**config.mk**
```make
export PLATFORM = sky130hd
export DESIGN_NAME = astp_packer
export DESIGN_NICKNAME = d
export VERILOG_FILES = /design/src/rtl/astp_pkg.sv /design/src/rtl/astp_prbs_if.sv /design/src/rtl/astp_packer.sv /design/src/rtl/astp_prbs.sv
export VERILOG_INCLUDE_DIRS = /design/src /design/src/rtl
export SDC_FILE = /design/constraint.sdc
export NUM_CORES = 1
export LEC_CHECK = 0
export BUFFER_PORTS_ARGS = -buffer_cell sky130_fd_sc_hd__buf_2
export CAP_MARGIN = 15
export CORE_UTILIZATION = 35
export CTS_CLUSTER_SIZE = 20
export DETAILED_ROUTE_END_ITERATION = 7
export SYNTH_ARGS = -nofsm -noshare
export SYNTH_HDL_FRONTEND = slang
export SYNTH_SLANG_ARGS = --single-unit
export TNS_END_PERCENT = 20
```
**constraint.sdc**
```tcl
create_clock -name i_core_clk -period 3.47 [get_ports i_core_clk]
set_clock_uncertainty 0.05 [all_clocks]
set_input_delay 0 -clock i_core_clk [delete_from_list [all_inputs] [get_ports i_core_clk]]
set_output_delay 0 -clock i_core_clk [all_outputs]
set_load 0.01 [all_outputs]
```
**src/rtl/astp_defs.svh**
```systemverilog
// Offsets, field positions, reset values and timing counts of the transport packer.
`ifndef ASTP_DEFS_SVH
`define ASTP_DEFS_SVH
`define ASTP_ADDR_TPC 8'hC0
`define ASTP_ADDR_LANES 8'hC1
`define ASTP_ADDR_KFR 8'hC2
`define ASTP_ADDR_MODE 8'hC3
`define ASTP_ADDR_STAT 8'hC4
`define ASTP_TPC_EN_BIT 7
`define ASTP_TPC_SEL_MSB 2
`define ASTP_MODE_SIMPLE_BIT 0
`define ASTP_MODE_SCR_BIT 1
`define ASTP_TPC_RST 8'h00
`define ASTP_LANES_RST 8'h02
`define ASTP_KFR_RST 8'h08
`define ASTP_MODE_RST 8'h00
`define ASTP_LANES_M1_THREE 8'h02
`define ASTP_F_EFF_M1 3'h6
`define ASTP_F_SIMPLE_M1 3'h1
`define ASTP_GRP3_LAST 4'hB
`define ASTP_GRP2_LAST 4'h7
`define ASTP_K_MIN_EFF_M1 5'h02
`define ASTP_K_MIN_SIMPLE_M1 5'h08
`define ASTP_ILA_MF_LAST 2'h3
`define ASTP_TAIL 2'h0
`define ASTP_K_COMMA 8'hBC
`define ASTP_K_R 8'h1C
`define ASTP_K_A 8'h7C
`define ASTP_K_Q 8'h9C
`define ASTP_SCR_SEED 15'h7F80
`define ASTP_PRBS_SEED 15'h7FFF
`define ASTP_CHECK_A 14'h2AAA
`define ASTP_CHECK_B 14'h1555
`endif

```
**src/rtl/astp_pkg.sv**
```systemverilog
// Types shared by the transport packer modules.
package astp_pkg;
    typedef enum logic [2:0] {
        ST_COMMA = 3'h1,
        ST_ILA = 3'h2,
        ST_DATA = 3'h4
    } astp_state_t;
    typedef enum logic [2:0] {
        TP_OFF = 3'h0,
        TP_RAMP = 3'h1,
        TP_CHECK = 3'h2,
        TP_PRBS7 = 3'h3,
        TP_PRBS15 = 3'h4
    } astp_tp_sel_t;
    typedef logic [7:0] astp_octet_t;
endpackage

```
**src/rtl/astp_prbs_if.sv**
```systemverilog
// Connection between the packer and its link-layer pattern generator.
`timescale 1ns/1ps
interface astp_prbs_if;
    logic restart;
    logic step;
    logic long_poly;
    logic [7:0] octet;
    modport gen (input restart, input step, input long_poly, output octet);
    modport user (output restart, output step, output long_poly, input octet);
endinterface

```
**src/rtl/astp_packer.sv**
```systemverilog
// Transport packer with transport and link test pattern injection.
// How it works
// - Transport patterns replace samples before packing.
// - Link patterns bypass packer, feed encoder input.
// - Register test_pattern_control selects and enables patterns.
// - Link PRBS patterns use standard polynomials.
// - Transport patterns restart on sync release.
// - Three-lane efficient lane rate 140/24.
// - Two-lane efficient lane rate 140/16.
// - Simple mode pads tail, rate times twenty.
// - Efficient frame: four samples, seven octets.
// - Consecutive sample groups go lane by lane.
// - Link parameters stored as value minus one.
// - Simple mode: converter per lane, two octets.
// - Commas during sync, four multiframes alignment.
// - Reset selects efficient packing mode.
// - Alignment sequence seeds the scrambler.
`timescale 1ns/1ps
`include "astp_defs.svh"
module astp_packer (
    input wire logic i_core_clk,                  // Sample clock.
    input wire logic i_rst_n,                     // Synchronous reset, active low.
    input wire logic i_sample_valid,              // New sample(s) this cycle.
    input wire logic [13:0] i_sample_a,           // Converter 0 sample.
    input wire logic [13:0] i_sample_b,           // Converter 1 sample, simple mode.
    input wire logic i_sync_n,                    // Sync request pin, active low.
    input wire logic i_reg_wr,                    // Register write strobe.
    input wire logic i_reg_rd,                    // Register read strobe.
    input wire logic [7:0] i_reg_addr,            // Register address.
    input wire logic [7:0] i_reg_wdata,           // Register write data.
    output logic [7:0] o_reg_rdata,               // Register read data.
    output astp_pkg::astp_octet_t [2:0] o_lane_octet, // Octet per lane to encoder.
    output logic [2:0] o_lane_ctrl,               // Octet is a control character.
    output logic o_lane_valid,                    // Octets valid this cycle.
    output logic [2:0] o_lane_en,                 // Lanes in use.
    output astp_pkg::astp_state_t o_link_state    // Link phase.
);
    import astp_pkg::*;

    // ****************************************
    // Registers
    // ****************************************
    logic [7:0] tpc;
    logic [7:0] lanes_m1;
    logic [7:0] kfr_m1;
    logic [7:0] mode;
    logic [7:0] next_rdata;
    always_ff @(posedge i_core_clk)
    begin
        if (!i_rst_n)
        begin
            tpc <= `ASTP_TPC_RST;
            lanes_m1 <= `ASTP_LANES_RST;
            kfr_m1 <= `ASTP_KFR_RST;
            mode <= `ASTP_MODE_RST;
            o_reg_rdata <= 8'h00;
        end
        else
        begin
            if (i_reg_wr && i_reg_addr == `ASTP_ADDR_TPC) tpc <= i_reg_wdata;
            if (i_reg_wr && i_reg_addr == `ASTP_ADDR_LANES) lanes_m1 <= i_reg_wdata;
            if (i_reg_wr && i_reg_addr == `ASTP_ADDR_KFR) kfr_m1 <= i_reg_wdata;
            if (i_reg_wr && i_reg_addr == `ASTP_ADDR_MODE) mode <= i_reg_wdata;
            if (i_reg_rd) o_reg_rdata <= next_rdata;
        end
    end
    assign next_rdata = (i_reg_addr == `ASTP_ADDR_TPC) ? tpc :
                        (i_reg_addr == `ASTP_ADDR_LANES) ? lanes_m1 :
                        (i_reg_addr == `ASTP_ADDR_KFR) ? kfr_m1 :
                        (i_reg_addr == `ASTP_ADDR_MODE) ? mode :
                        (i_reg_addr == `ASTP_ADDR_STAT) ? {5'h00, o_link_state} : 8'h00;

    // ****************************************
    // Decoded configuration
    // ****************************************
    wire simple = mode[`ASTP_MODE_SIMPLE_BIT];
    wire scr_en = mode[`ASTP_MODE_SCR_BIT];
    // Simple mode always uses two lanes, one per converter.
    wire three_lane = !simple && lanes_m1 == `ASTP_LANES_M1_THREE;
    wire [2:0] f_last = simple ? `ASTP_F_SIMPLE_M1 : `ASTP_F_EFF_M1;
    wire [4:0] k_min = simple ? `ASTP_K_MIN_SIMPLE_M1 : `ASTP_K_MIN_EFF_M1;
    wire [4:0] k_last = (kfr_m1[4:0] < k_min) ? k_min : kfr_m1[4:0];
    wire tp_on = tpc[`ASTP_TPC_EN_BIT];
    wire [2:0] tp_sel = tpc[`ASTP_TPC_SEL_MSB:0];
    wire tp_ramp = tp_on && tp_sel == TP_RAMP;
    wire tp_check = tp_on && tp_sel == TP_CHECK;
    wire tp_link = tp_on && (tp_sel == TP_PRBS7 || tp_sel == TP_PRBS15);

    // ****************************************
    // Sync request input and link phase
    // ****************************************
    logic sync_m;
    logic sync_s;
    logic sync_q;
    logic rel_pend;
    astp_state_t state;
    astp_state_t next_state;
    always_ff @(posedge i_core_clk)
    begin
        if (!i_rst_n)
        begin
            sync_m <= 1'b0;
            sync_s <= 1'b0;
            sync_q <= 1'b0;
        end
        else
        begin
            sync_m <= i_sync_n;
            sync_s <= sync_m;
            sync_q <= sync_s;
        end
    end
    wire sync_rise = sync_s && !sync_q;

    // ****************************************
    // Sample collection and transport patterns
    // ****************************************
    logic [13:0] coll [12];
    logic [13:0] coll_b;
    logic [3:0] samp_cnt;
    logic [13:0] ramp;
    logic check_ph;
    logic load_q;
    // Patterns take the place of samples so they see the same packing.
    wire [13:0] tp_val = tp_ramp ? ramp : (check_ph ? `ASTP_CHECK_B : `ASTP_CHECK_A);
    wire [13:0] src_a = (tp_ramp || tp_check) ? tp_val : i_sample_a;
    wire [13:0] src_b = (tp_ramp || tp_check) ? ~tp_val : i_sample_b;
    wire grp_last = simple || samp_cnt == (three_lane ? `ASTP_GRP3_LAST : `ASTP_GRP2_LAST);
    always_ff @(posedge i_core_clk)
    begin
        if (!i_rst_n || sync_rise)
        begin
            ramp <= 14'h0000;
            check_ph <= 1'b0;
        end
        else if (i_sample_valid)
        begin
            ramp <= ramp + 14'h0001;
            check_ph <= !check_ph;
        end
    end
    always_ff @(posedge i_core_clk)
    begin
        if (!i_rst_n)
        begin
            samp_cnt <= 4'h0;
            load_q <= 1'b0;
        end
        else
        begin
            load_q <= i_sample_valid && grp_last;
            if (i_sample_valid) samp_cnt <= grp_last ? 4'h0 : samp_cnt + 4'h1;
        end
    end
    always_ff @(posedge i_core_clk)
    begin
        if (i_sample_valid)
        begin
            coll[samp_cnt] <= src_a;
            coll_b <= src_b;
        end
    end

    // ****************************************
    // Frame slicing and octet timing
    // ****************************************
    logic busy;
    logic [2:0] oct_idx;
    logic [4:0] fr_cnt;
    logic [1:0] mf_cnt;
    wire frame_end = busy && oct_idx == f_last;
    wire mf_end = frame_end && fr_cnt == k_last;
    // One octet per lane per cycle while a frame drains; the sample valid rate sets
    // the lane rate (12 per 7 octets, 8 per 7 octets, or one per 2 octets).
    always_ff @(posedge i_core_clk)
    begin
        if (!i_rst_n)
        begin
            busy <= 1'b0;
            oct_idx <= 3'h0;
        end
        else if (load_q)
        begin
            busy <= 1'b1;
            oct_idx <= 3'h0;
        end
        else if (busy)
        begin
            busy <= !frame_end;
            oct_idx <= oct_idx + 3'h1;
        end
    end
    always_ff @(posedge i_core_clk)
    begin
        if (!i_rst_n || (state == ST_COMMA && load_q))
        begin
            fr_cnt <= 5'h00;
            mf_cnt <= 2'h0;
        end
        else if (frame_end)
        begin
            fr_cnt <= mf_end ? 5'h00 : fr_cnt + 5'h01;
            if (mf_end) mf_cnt <= mf_cnt + 2'h1;
        end
    end

    always_comb
    begin
        next_state = state;
        unique case (state)
            ST_COMMA: if (sync_s && rel_pend && load_q) next_state = ST_ILA;
            ST_ILA:
            begin
                if (!sync_s) next_state = ST_COMMA;
                else if (mf_end && mf_cnt == `ASTP_ILA_MF_LAST) next_state = ST_DATA;
            end
            ST_DATA: if (!sync_s) next_state = ST_COMMA;
        endcase
    end
    always_ff @(posedge i_core_clk)
    begin
        if (!i_rst_n)
        begin
            state <= ST_COMMA;
            rel_pend <= 1'b0;
        end
        else
        begin
            state <= next_state;
            // Alignment starts on a frame boundary, so a release mid-frame waits.
            rel_pend <= sync_s && (sync_rise || (rel_pend && state == ST_COMMA && !load_q));
        end
    end

    // ****************************************
    // Link pattern generator
    // ****************************************
    astp_prbs_if prbs ();
    assign prbs.restart = !tp_link;
    // Step only as octets leave, so the stream runs on unbroken from frame to frame.
    // The first octet after a restart is the cleared value, not a pattern octet.
    assign prbs.step = busy;
    assign prbs.long_poly = tp_sel == TP_PRBS15;
    astp_prbs u_prbs (
        .i_core_clk(i_core_clk),
        .i_rst_n(i_rst_n),
        .bus(prbs.gen)
    );

    // ****************************************
    // Per-lane packing, scrambling and encoder feed
    // ****************************************
    wire ila_r = oct_idx == 3'h0 && fr_cnt == 5'h00;
    wire ila_a = oct_idx == f_last && fr_cnt == k_last;
    wire ila_q = oct_idx == 3'h1 && fr_cnt == 5'h00 && mf_cnt == 2'h1;
    wire [7:0] ila_data = {mf_cnt, fr_cnt[2:0], oct_idx};
    wire ila_ctrl = ila_r || ila_a || ila_q;
    wire [7:0] ila_char = ila_r ? `ASTP_K_R : (ila_a ? `ASTP_K_A : `ASTP_K_Q);

    function automatic logic [22:0] scr_step(input logic [14:0] st, input logic [7:0] din);
        logic [14:0] s;
        logic [7:0] q;
        s = st;
        q = 8'h00;
        for (int i = 7; i >= 0; i--)
        begin
            q[i] = din[i] ^ s[14] ^ s[13];
            s = {s[13:0], q[i]};
        end
        return {s, q};
    endfunction

    for (genvar l = 0; l < 3; l++)
    begin : g_lane
        logic [55:0] sh;
        logic [14:0] scr;
        wire [55:0] eff = {coll[4 * l], coll[4 * l + 1], coll[4 * l + 2], coll[4 * l + 3]};
        wire [55:0] smp = (l == 0) ? {coll[0], `ASTP_TAIL, 40'h0} :
                          (l == 1) ? {coll_b, `ASTP_TAIL, 40'h0} : 56'h0;
        wire [55:0] frame = simple ? smp : eff;
        wire [7:0] pay = sh[55:48];
        wire [22:0] scr_d = scr_step(scr, pay);
        wire [22:0] scr_i = scr_step(scr, ila_data);
        wire lane_on = (l < 2) || three_lane;
        wire [7:0] next_oct = (state == ST_COMMA) ? `ASTP_K_COMMA :
                              (state == ST_ILA) ? (ila_ctrl ? ila_char : ila_data) :
                              tp_link ? prbs.octet :
                              scr_en ? scr_d[7:0] : pay;
        wire next_ctrl = state == ST_COMMA || (state == ST_ILA && ila_ctrl);
        always_ff @(posedge i_core_clk)
        begin
            if (load_q) sh <= frame;
            else if (busy) sh <= {sh[47:0], 8'h00};
        end
        always_ff @(posedge i_core_clk)
        begin
            if (!i_rst_n || state == ST_COMMA) scr <= `ASTP_SCR_SEED;
            else if (busy && state == ST_ILA && !ila_ctrl) scr <= scr_i[22:8];
            else if (busy && state == ST_DATA && !tp_link && scr_en) scr <= scr_d[22:8];
        end
        always_ff @(posedge i_core_clk)
        begin
            if (!i_rst_n)
            begin
                o_lane_octet[l] <= 8'h00;
                o_lane_ctrl[l] <= 1'b0;
                o_lane_en[l] <= 1'b0;
            end
            else
            begin
                o_lane_octet[l] <= (busy && lane_on) ? next_oct : 8'h00;
                o_lane_ctrl[l] <= busy && lane_on && next_ctrl;
                o_lane_en[l] <= lane_on;
            end
        end
    end

    always_ff @(posedge i_core_clk)
    begin
        if (!i_rst_n)
        begin
            o_lane_valid <= 1'b0;
            o_link_state <= ST_COMMA;
        end
        else
        begin
            o_lane_valid <= busy;
            o_link_state <= state;
        end
    end
endmodule

```
**src/rtl/astp_prbs.sv**
```systemverilog
// Standard PRBS7 / PRBS15 octet generator for link-layer test patterns.
`timescale 1ns/1ps
`include "astp_defs.svh"
module astp_prbs (
    input wire logic i_core_clk,  // Sample clock.
    input wire logic i_rst_n,     // Synchronous reset, active low.
    astp_prbs_if.gen bus          // Step and restart in, octet out.
);
    import astp_pkg::*;
    logic [14:0] lfsr;
    logic [14:0] next_lfsr;
    logic [7:0] next_octet;

    // Eight serial steps per octet, first bit into the octet MSB.
    always_comb
    begin
        logic fb;
        fb = 1'b0;
        next_lfsr = lfsr;
        next_octet = 8'h00;
        for (int i = 0; i < 8; i++)
        begin
            fb = bus.long_poly ? (next_lfsr[14] ^ next_lfsr[13]) : (next_lfsr[6] ^ next_lfsr[5]);
            next_octet[7 - i] = fb;
            next_lfsr = {next_lfsr[13:0], fb};
        end
    end

    always_ff @(posedge i_core_clk)
    begin
        if (!i_rst_n || bus.restart)
        begin
            lfsr <= `ASTP_PRBS_SEED;
            bus.octet <= 8'h00;
        end
        else if (bus.step)
        begin
            lfsr <= next_lfsr;
            bus.octet <= next_octet;
        end
    end
endmodule

```
=== Word level (Yosys, flattened, before mapping) ===
Memories as Yosys holds them, arrays and structs flattened.
Cells that the tools add are included.

* Bitwise gates (word level): 116
* Reductions and logical operators: 62
* Equal/unequal tests: 22
* Add/sub/neg operators: 5
* Magnitude comparators: 1
* Muxes and demuxes: 63

{| class="wikitable"
|+ Operators by type and width
! cell !! count
|-
| two-way mux 56 bit || 8
|-
| two-way mux 8 bit || 19
|-
| bitwise XOR 1 bit || 112
|-
| two-way mux 15 bit || 6
|-
| two-way mux 14 bit || 4
|-
| two-way mux 42 bit || 1
|-
| == test 8 bit, second input constant || 5
|-
| logical AND 1 bit || 32
|-
| two-way mux 3 bit || 6
|-
| adder 14 x 1 -> 14 bit, second input constant || 1
|-
| NOT 14 bit || 1
|-
| two-way mux 1 bit || 13
|-
| two-way mux 4 bit || 3
|-
| logical OR 1 bit || 11
|-
| two-way mux 5 bit || 2
|-
| == test 3 x 1 -> 1 bit, second input constant || 3
|-
| == test 3 x 2 -> 1 bit, second input constant || 3
|-
| one-hot mux 3 bit (3 select lines) || 1
|-
| == test 8 x 2 -> 1 bit, second input constant || 1
|-
| logical NOT 1 bit || 8
|-
| == test 3 bit, second input constant || 2
|-
| AND reduction 2 bit || 3
|-
| OR reduction 3 bit || 2
|-
| adder 5 x 1 -> 5 bit, second input constant || 1
|-
| 18 further kinds || 21
|}

* Input bits: 50
* Memories kept: 1
* Flip-flop bits (word level): 360
* Word-level logic and storage cells: 309
* RAM bits: 168

{| class="wikitable"
|+ Memories
! memory !! words !! width !! rd ports !! clocked after memory_dff !! wr ports !! line !! text
|-
| coll || 12 || 14 || 12 || 0 || 1 || astp_packer.sv:118 || <nowiki>logic [13:0] coll [12];</nowiki>
|}

=== Depth between registers and ports, before layout ===
Gate-level depths: netlist of the first run.

* Depth in word-level cells: 10
* Gate-level depth with buffers: 12
* Mapped depth without buffers: 9

=== By module ===
A second synthesis of the first run with hierarchy kept.

* Cells, all modules: 1906
* Area total of the unflattened synthesis: 21881.0 µm²

{| class="wikitable"
|+ By module, submodules not included
! module !! instances !! area each (µm²) !! sequential area each (µm²) !! cells each
|-
| astp_packer || 1 || 20875.0 || 13613.1 || 1802
|-
| astp_prbs || 1 || 1006.0 || 460.4 || 104
|}

=== Worst setup path before layout of the first run ===
No wires, ideal clock.

* Path kind: flip-flop to flip-flop
* Start: reg load_q
* End: reg g_lane[0].sh[0], enable pin
* Period minus slack after synthesis: 3790 ps
* Cell stages (with the launch flop): 5
* Setup slack: -320 ps
* Buffers on the path: 3
* Setup time: 457 ps
* Arrival time: 3283 ps
* Cell sequence: dfxtp_1 > clkbuf_1 > buf_1 > buf_1 > or2_2

* Longest elaborated chain between the ends: 1

{| class="wikitable"
|+ Ends and longest elaborated chain
! item !! line !! text
|-
| start: declaration || astp_packer.sv:123 || <nowiki>logic load_q;</nowiki>
|-
| start signal: assignment || astp_packer.sv:151 || <nowiki>load_q <= i_sample_valid && grp_last;</nowiki>
|-
| nonzero test 2 bit (no source line) || - ||
|-
| end signal: assignment || astp_packer.sv:292 || <nowiki>if (load_q) sh <= frame;</nowiki>
|-
| end signal: assignment || astp_packer.sv:293 || <nowiki>else if (busy) sh <= {sh[47:0], 8'h00};</nowiki>
|-
| end: declaration || astp_packer.sv:275 || <nowiki>logic [55:0] sh;</nowiki>
|}

No other way between the ends.
A chain may end at the register's enable or synchronous reset.

=== Worst setup path in the final report of the first run ===
* Start: reg mode[0]
* End: reg g_lane[2].scr[7]

* Longest elaborated chain between the ends: 10

{| class="wikitable"
|+ Ends and longest elaborated chain
! item !! line !! text
|-
| start: declaration || astp_packer.sv:46 || <nowiki>logic [7:0] mode;</nowiki>
|-
| start signal: assignment || astp_packer.sv:55 || <nowiki>mode <= `ASTP_MODE_RST;</nowiki>
|-
| start signal: assignment || astp_packer.sv:63 || <nowiki>if (i_reg_wr && i_reg_addr == `ASTP_ADDR_MODE) mode <= i_reg_wdata;</nowiki>
|-
| two-way mux 4 bit (no source line) || - ||
|-
| less-than comparator 5 x 4 -> 1 bit || astp_packer.sv:82 || <nowiki>wire [4:0] k_last = (kfr_m1[4:0] < k_min) ? k_min : kfr_m1[4:0];</nowiki>
|-
| two-way mux 5 bit || astp_packer.sv:82 ||
|-
| == test 5 bit || astp_packer.sv:254 || <nowiki>wire ila_a = oct_idx == f_last && fr_cnt == k_last;</nowiki>
|-
| logical AND 1 bit * || astp_packer.sv:254 ||
|-
| logical OR 1 bit * (2 in a row) || astp_packer.sv:257 || <nowiki>wire ila_ctrl = ila_r || ila_a || ila_q;</nowiki>
|-
| logical NOT 1 bit * || astp_packer.sv:298 || <nowiki>else if (busy && state == ST_ILA && !ila_ctrl) scr <= scr_i[22:8];</nowiki>
|-
| logical AND 1 bit * || astp_packer.sv:298 ||
|-
| two-way mux 15 bit or nonzero test 2 bit (tied branches) || - ||
|-
| end signal: assignment || astp_packer.sv:297 || <nowiki>if (!i_rst_n || state == ST_COMMA) scr <= `ASTP_SCR_SEED;</nowiki>
|-
| end signal: assignment || astp_packer.sv:298 ||
|-
| end signal: assignment || astp_packer.sv:299 || <nowiki>else if (busy && state == ST_DATA && !tp_link && scr_en) scr <= scr_d[22:8];</nowiki>
|-
| end: declaration || astp_packer.sv:276 || <nowiki>logic [14:0] scr;</nowiki>
|}

Mark *: on every way between the ends. The rest lies on a longest branch, timed or not.

==> impl_results.md, run 1 <==
- Status: finished clean
- Synth top area cells: edfxtp_1, dfxtp_1, nand2_1
- HP Start: i_reg_addr[7]
- Peak Freq: 338 MHz
- Nets: 2090
- Post-layout minimum cycle time: 2950 ps
- Post-synth EDFFs: 350
- RSZ-0062 raised after global routing: false
- Primary FF master, synth: edfxtp_1
- Final hold violation count: 0
- Syn avg cell area: 11.4 um^2
- Register area share after synthesis: 0.648
- Buffer levels on the longest clock path: 3
- CTS tree: built
- First-pass GRT wire length: 78.5 mm
- Final Cycle Share: 0.852
- Top-count cell post-synth: edfxtp_1
- WL final: 50.1 mm
- Crit path from: mode[0]$_SDFFE_PN0P_
- CP startpoint kind: flop
- TNS Setup: 0 ps
- IO buf count: 91
- Synth top cells by count: edfxtp_1, nand2_1, dfxtp_1
- DRC: 0
- Post-synthesis register bit count: 528
- Clock insertion delay at the later pin of the skew report: 610 ps
- Largest net degree at the start of global routing: 145
- Number of max-cap violations: 0
- Post-DP HPWL: 30.5 mm
- Slew Viols, Final: 0
- Syn_nets: 1962
- DRT Pass-1 Iters: 6
- Root Buffer: clkbuf_16
- Synth warnings: 0
- Arrival time worst endpoint: 3420 ps
- 1st-iter DRT viols: 1129
- Initial antenna violation count: 1
- Grt ovf: 0
- Post-Syn Instances: 1899
- Unique masters post-synth: 63
- Total number of vias: 14100
- Antenna-violating nets left: 0
- CTS clk-pin slew, worst paths: 60 ps
- Fill cells: 5699
- CP Class: reg2reg
- Final setup violation count: 0
- Ys async rst share: 0
- CTS Buf Count: 52
- Final Util: 0.414
- Site Rows: 90
- Worst Setup End Kind: flop
- # clock sinks: 528
- Hold Path Class: in2reg
- Area of the multi-input gates: 0.00676 mm^2
- Worst r2r src: mode[0]$_SDFFE_PN0P_
- Area Growth Syn to Fin: 15.9%
- DR WL/cell: 17.6 um
- Diode count: 0
- Starting Density: 0.357
- Total core area: 0.0608 mm^2
- Total GRT Usage: 0.159
- Vias/cell: 4.95
- Die height: 251 um
- Post-synth top area share: 0.484
- Worst EP required: 3930 ps
- P per Cell Area: 494 mW/mm^2
- # resized after CTS: 0
- DIE WIDTH: 251 um
- IO Count: 92
- GP Congestion: 0.849
- Register area: 0.0141 mm^2
- Slew HR: 0.318
- Max FO, Critical Path: 27
- Total die area: 0.0631 mm^2
- Vias in the first global route: 13700
- Mapped cell area: 0.0217 mm^2
- Worst slew pin tran: 1020 ps
- P_leak: 9.26 nW
- H-tree level count: 2
- Layout cells sized above 1: 0.117
- Maximum vdd drop: 0.000355 V
- Area leader, netlist: edfxtp_1
[layer usage]
metal / part of all wire / track usage / up-vias
met1: 0.45 / 0.215 / 6816
met5: 0 / 0 / -
met4: 0.027 / 0.0554 / 0
met3: 0.053 / 0.0269 / 92
li1: - / - / 6845
met2: 0.47 / 0.257 / 364
[where the power goes]
part           switching, mW  internal, mW  leakage (nW)
clock network           2.37          3.06         0.798
logic                  0.172        0.0949          3.86
registers             0.0212          6.72          4.61
total                   2.56          9.87          9.26
[flip-flops by register name, summed over array words and instances, names as in the netlist, 14 cells and up]
signal,cells
g_lane.sh,168
u_prbs.lfsr,15
ramp,14
g_lane.scr,45
coll,168
coll_b,14
o_lane_octet,24
[layout by cell type, fill, tap and decap left out, types with 6 or more instances in the layout]
cell type	n
a211oi_1	17
a21o_1	40
a21oi_1	79
a22oi_1	8
a31oi_1	12
and2_1	55
buf_2	91
buf_4	30
clkbuf_1	20
clkbuf_16	53
clkbuf_8	7
clkinv_1	6
dfxtp_1	177
dlygate4sd3_1	45
edfxtp_1	350
ha_1	13
inv_1	130
mux2_2	23
mux2i_1	56
nand2_1	252
nand2b_1	25
nand3_1	51
nand4_1	7
nor2_1	122
nor2b_1	26
nor3_1	16
o211a_1	10
o211ai_1	6
o21a_1	7
o21ai_0	163
o221a_1	7
or3_1	6
xnor2_1	58
xor2_1	29
[timing repair]
action                    4_1_cts  5_1_grt
hold buffers                   45        0
hold endpoints to repair      216        0
setup buffers                   0        0
[cell families (layout without fill, tap and decap cells)]
logic type / after synthesis / in the layout / share of synthesized area
XOR/XNOR: 87 / 87 / 0.0351
multiplexers: 79 / 79 / 0.0377
AND/OR/NAND/NOR: 593 / 593 / 0.126
flip-flops: 528 / 528 / 0.648
adder cells (fa/ha/maj): 13 / 13 / 0.00748
buffers and inverters: 228 / 397 / 0.0419
AO/OA/AOI/OAI: 371 / 371 / 0.104
[per-stage QoR]
stage               instances  power, mW  setup slack, ps  hold slack [ps]  cell area (um^2)
finish                   2850       12.4              515             67.5             25200
floorplan                1899       6.97              514            -22.3             21700
global route             2850       12.8              265             93.1             25200
global placement         2710       7.11              673              158             23100
detailed placement       2710       7.11              559              166             23100
CTS                      2850       12.6              511             28.8             25200
[layout make-up]
class	instances	area share
sequential	528	0.559
multi-input combinational	1143	0.269
clock buffer	81	0.0597
timing repair buffer	171	0.0489
tap	782	0.0388
inverter	131	0.0195
clock inverter	14	0.00561
[worst max-delay path: stages (launching register included)]
cell      delay (ps)
dfxtp_1          330
inv_1             80
ha_1             330
o21ai_0          290
mux2i_1          140
a221oi_2         400
a31oi_4          290
nor2_4           590
nor3_1           140
nor3_1           220
[path summary, 6_finish.rpt]
path	slack, ps	endpoint	depth (start not counted)
max	520	g_lane[2].scr[7]$_SDFFE_PP1P_	9
min	70	o_reg_rdata[2]$_SDFFE_PN0P_	7
max reg2reg	520	g_lane[2].scr[7]$_SDFFE_PP1P_	9
min reg2reg	380	rel_pend$_SDFF_PN0_	1
Note: power is estimated with default switching activity, not from simulation.
==> inputs of run 2 (changes only) <==
--- a/config.mk
+++ b/config.mk
@@ -8,9 +8,12 @@
 export LEC_CHECK = 0
 export BUFFER_PORTS_ARGS = -buffer_cell sky130_fd_sc_hd__buf_2
 export CAP_MARGIN = 15
+export CELL_PAD_IN_SITES_DETAIL_PLACEMENT = 2
+export CELL_PAD_IN_SITES_GLOBAL_PLACEMENT = 2
 export CORE_UTILIZATION = 35
 export CTS_CLUSTER_SIZE = 20
 export DETAILED_ROUTE_END_ITERATION = 7
+export PLACE_DENSITY_LB_ADDON = 0.1
 export SYNTH_ARGS = -nofsm -noshare
 export SYNTH_HDL_FRONTEND = slang
 export SYNTH_SLANG_ARGS = --single-unit
==> impl_results.md, run 2 (same netlist as run 1, synthesis figures left out) <==
- Status: finished clean
- Vias in the first global route: 15900
- Total GRT Usage: 0.203
- P per Cell Area: 523 mW/mm^2
- Diode count: 0
- Power share of the combinational group: 0.021
- Antenna-violating nets left: 0
- WL final: 63.5 mm
- Post-CTS Setup Repair Bufs: 0
- First-pass GRT wire length: 97.6 mm
- Slew Viols, Final: 0
- Starting Density: 0.357
- Worst R2R End: g_lane[0].scr[7]$_SDFFE_PP1P_
- Post-layout minimum cycle time: 2880 ps
- Commonest cells after routing, fill and taps aside: edfxtp_1, nand2_1, dfxtp_1
- DIE WIDTH: 251 um
- RSZ-0062 raised after global routing: false
- R2r setup slk: 590 ps
- Slew HR: 0.317
- Area of the multi-input gates: 0.00676 mm^2
- DRT Pass-1 Iters: 5
- Largest net degree at the start of global routing: 74
- CTS clk-pin slew, worst paths: 60 ps
- GP Congestion: 0.808
- Layout cells sized above 1: 0.126
- Worst r2r src: mode[0]$_SDFFE_PN0P_
- Worst Setup End Kind: flop
- Worst slew pin tran: 1020 ps
- Power Total: 13.3 mW
- Vias/cell: 5.05
- # resized after CTS: 0
- Sw Pwr: 2.86 mW
- Register area: 0.0141 mm^2
- Peak Freq: 347 MHz
- Final hold violation count: 0
- Clk network pwr share: 0.473
- Sw Ratio: 0.215
- Maximum vdd drop: 0.000423 V
- CP startpoint kind: flop
- Clock insertion delay at the later pin of the skew report: 650 ps
- 1st-iter DRT viols: 692
- Nets: 2102
- Final setup violation count: 0
- Grt ovf: 0
- HP Start: i_reg_addr[1]
- Worst EP required: 3960 ps
- Site Rows: 90
- Commonest non-fill, non-tap cell in the layout: edfxtp_1
- Pint: 10.5 mW
- Final worst slack: 589 ps
- Hold Path Class: in2reg
- # clock sinks: 528
- DR WL/cell: 22.1 um
- Total die area: 0.0631 mm^2
- Reg power frac: 0.506
- CP Class: reg2reg
- Final Cycle Share: 0.830
- P_leak: 9.43 nW
- Fill cells: 6251
- CTS Buf Count: 60
- CTS Hold Bufs: 45
- Total core area: 0.0608 mm^2
- Hold path depth: 5
- Initial antenna violation count: 0
- Top Registers: coll: 168 flops, g_lane.sh: 168 flops, g_lane.scr: 45 flops
- Root Buffer: clkbuf_16
- Final Util: 0.419
- Area Growth Syn to Fin: 17.3%
- DRC: 0
- CTS tree: built
- Worst r2r path cells: 8
- Post-DP HPWL: 40.7 mm
- IO Count: 92
- Max FO, Critical Path: 27
- TNS Setup: 0 ps
- Place WS: 599 ps
- IO buf count: 91
- Die height: 251 um
- Number of max-cap violations: 0
- Worst Hold Path EP: o_reg_rdata[5]$_SDFFE_PN0P_
- Total number of vias: 14500
- Arrival time worst endpoint: 3370 ps
- H-tree level count: 2
- Buffer levels on the longest clock path: 3
## run 2: cell types whose count changed in the layout (fill, tap and decap cells not counted), sizes merged
| cell | delta |
|---|---|
| clkinvlp | +3 |
| buf | +4 |
| bufinv | +4 |
| clkbuf | -4 |
| clkinv | +16 |
## run 2: metal layers
metal / wire length [um] / share of wire / vias up / GRT usage
met5: 0 / 0 / - / 0
met4: 1240 / 0.020 / 0 / 0.0535
met3: 1450 / 0.023 / 70 / 0.0258
met2: 32200 / 0.51 / 153 / 0.360
met1: 28600 / 0.45 / 7430 / 0.259
li1: - / - / 6861 / -
## run 2: through the flow
stage               cells  hold slack, ps  instance area, um^2
floorplan            1899           -22.3                21700
global placement     2714             161                23100
detailed placement   2714             176                23100
CTS                  2873            6.51                25500
global route         2873            46.5                25500
finish               2873            45.6                25500
## run 2: how the worst max path moves through the flow
stage | start | to | slack, ps | cells after the start
6_report | mode[0]$_SDFFE_PN0P_ | g_lane[0].scr[7]$_SDFFE_PP1P_ | 590 | 8
5_1_grt | mode[0]$_SDFFE_PN0P_ | g_lane[0].scr[7]$_SDFFE_PP1P_ | 300 | 9
4_1_cts | mode[0]$_SDFFE_PN0P_ | g_lane[0].scr[7]$_SDFFE_PP1P_ | 570 | 9
3_5_place_dp | mode[0]$_SDFFE_PN0P_ | g_lane[0].scr[7]$_SDFFE_PP1P_ | 600 | 9
2_1_floorplan | load_q$_SDFF_PN0_ | g_lane[0].sh[0]$_SDFFCE_PP0P_ | 510 | 4
3_3_place_gp | mode[0]$_SDFFE_PN0P_ | g_lane[0].scr[7]$_SDFFE_PP1P_ | 690 | 9
## run 2: layout make-up
cell class                 count  share of cell area
timing repair buffer         175              0.0475
inverter                     131              0.0193
clock buffer                  77              0.0630
multi-input combinational   1143               0.265
sequential                   528               0.552
tap                          782              0.0384
clock inverter                37              0.0142
## run 2: power groups by stage
| stage | Sequential [mW] | Clock (mW) | Combinational (mW) |
|---|---|---|---|
| floorplan | 6.87 | 0 | 0.101 |
| global placement | 6.87 | 0 | 0.247 |
| detailed placement | 6.88 | 0 | 0.252 |
| CTS | 6.74 | 6.49 | 0.285 |
| global route | 6.74 | 6.70 | 0.301 |
| finish | 6.74 | 6.31 | 0.277 |
## run 2: worst max-delay path, stage by stage, from the launching register on
cell and delay, ps:
dfxtp_1 310, buf_4 260, o31ai_2 370, a21boi_0 160
o21bai_1 380, a31oi_4 280, nor2_4 610, nor3_1 150
nor3_1 230
==> inputs of run 3 (changes only) <==
==> constraint.sdc (replaced) <==
create_clock -name i_core_clk -period 2.5 [get_ports i_core_clk]
set_clock_uncertainty 0.05 [all_clocks]
set_input_delay 0 -clock i_core_clk [delete_from_list [all_inputs] [get_ports i_core_clk]]
set_output_delay 0 -clock i_core_clk [all_outputs]
set_load 0.01 [all_outputs]
==> impl_results.md, run 3 (same netlist as run 1, synthesis figures left out) <==
- Status: finished clean
- Layout cells sized above 1: 0.162
- Peak Freq: 413 MHz
- Fin cells: 2925
- Final Cycle Share: 0.970
- Final hold violation count: 0
- Worst Setup End Kind: flop
- First-pass GRT wire length: 98.8 mm
- Final setup violation count: 0
- Root Buffer: clkbuf_16
- TNS Setup: 0 ps
- Nets: 2156
- Max FO, Critical Path: 18
- Top Registers: coll: 168 flops, g_lane.sh: 168 flops, g_lane.scr: 45 flops
- Fill cells: 6176
- GP Congestion: 0.813
- Slew Viols, Final: 0
- IO Count: 92
- Number of max-cap violations: 0
- Site Rows: 90
- Total die area: 0.0631 mm^2
- Clock insertion delay at the later pin of the skew report: 640 ps
- Slowest-stage cell, CP: dfxtp_2
- Arrival time worst endpoint: 2930 ps
- Commonest cells after routing, fill and taps aside: edfxtp_1, nand2_1, dfxtp_1
- Inst Count DP: 2764
- Hold Path Class: in2reg
- Vias in the first global route: 16400
- CTS Buf Count: 58
- Total GRT Usage: 0.207
- Worst slew pin tran: 825 ps
- Slew HR: 0.450
- CP Class: reg2reg
- Post-layout minimum cycle time: 2420 ps
- P per Cell Area: 717 mW/mm^2
- DRT Pass-1 Iters: 5
- Vias/cell: 5.07
- WL final: 64.6 mm
- Post-DP HPWL: 41.1 mm
- DRC: 0
- Largest delay contributor family on the critical path: compound AO/OA/AOI/OAI gates
- Starting Density: 0.357
- Total core area: 0.0608 mm^2
- Cell chain of the critical path: inv_2, ha_4, o31ai_2, and2_1, a221oi_2, buf_4, a31oi_4, buf_12, and2_1, a211oi_1, o221a_1
- Largest net degree at the start of global routing: 90
- DR WL/cell: 22.1 um
- Register area: 0.0141 mm^2
- IO buf count: 91
- DIE WIDTH: 251 um
- H-tree level count: 2
- Worst EP required: 3010 ps
- Grt ovf: 0
- # clock sinks: 528
- CP startpoint kind: flop
- Power Total: 18.9 mW
- Area Growth Syn to Fin: 21.3%
- Initial antenna violation count: 2
- Buffer levels on the longest clock path: 3
- P_leak: 9.86 nW
- WP buf/inv: 3
- 1st-iter DRT viols: 647
- Area of the multi-input gates: 0.00689 mm^2
- Worst stage delay on the critical path: 340 ps
- Maximum vdd drop: 0.000686 V
- Antenna-violating nets left: 0
- CTS clk-pin slew, worst paths: 60 ps
- CTS tree: built
- Die height: 251 um
- RSZ-0062 raised after global routing: true
- Commonest non-fill, non-tap cell in the layout: edfxtp_1
- Total number of vias: 14800
- CP dominant cell by count: and2_1
- Final Util: 0.434
-- run 3: worst paths after layout --
| path | from | endpoint | slack (ps) | cells past startpoint |
|---|---|---|---|---|
| hold / removal | i_reg_addr[7] | tpc[4]$_SDFFE_PN0P_ | 40 | 7 |
| setup reg to reg | mode[0]$_SDFFE_PN0P_ | g_lane[1].scr[1]$_SDFFE_PP0P_ | 80 | 11 |
| setup / recovery | mode[0]$_SDFFE_PN0P_ | g_lane[1].scr[1]$_SDFFE_PP0P_ | 80 | 11 |
| hold reg to reg | sync_m$_SDFF_PN0_ | sync_s$_SDFF_PN0_ | 390 | 1 |
-- run 3: worst register-to-register path, delay by kind of cell, from the launching register on --
kind	cells	cell delay, ps
buffers and inverters	3	400
adder cells (fa/ha/maj)	1	290
flip-flops	1	340
AND/OR/NAND/NOR	2	360
AO/OA/AOI/OAI	5	920
-- run 3: what timing repair did --
| item | CTS | global route |
|---|---|---|
| setup endpoints to repair | 63 | 59 |
| resized for setup | 4 | 30 |
| setup buffers | 1 | 1 |
| hold buffers | 47 | 0 |
| hold endpoints to repair | 251 | 0 |
| pin swaps | 1 | 1 |
| gates cloned | 0 | 2 |
-- run 3: cell type report --
type                    count  area share
flip-flops and latches    528       0.534
multi-input cells        1143       0.261
repair buffers            231      0.0719
clock buffers              78      0.0618
well taps                 782      0.0371
inverters                 131      0.0186
clock inverters            31      0.0153
diodes                      1   0.0000949
-- run 3: power breakdown --
part / switching, mW / internal, mW / total (mW)
sequential: 0.0320 / 9.33 / 9.36
combinational: 0.274 / 0.165 / 0.440
clock: 3.69 / 5.41 / 9.10
total: 4.00 / 14.9 / 18.9
-- run 3: per-layer routing --
metal	vias up	global-route usage	share of wire
li1	6985	-	-
met1	7530	0.263	0.45
met2	201	0.360	0.50
met3	105	0.0286	0.028
met4	2	0.0693	0.027
met5	-	0	0.00020
-- run 3: per-stage QoR --
| step | hold WS [ps] | instance area (um^2) | worst slack, ps |
|---|---|---|---|
| 6_report | 40.2 | 26400 | 75.8 |
| 5_1_grt | 19.8 | 26400 | -68.4 |
| 4_1_cts | 25.6 | 26200 | 2.58 |
| 3_5_place_dp | 187 | 23600 | -162 |
| 3_3_place_gp | 158 | 23600 | -35.4 |
| 2_1_floorplan | -22.3 | 21800 | -0.185 |
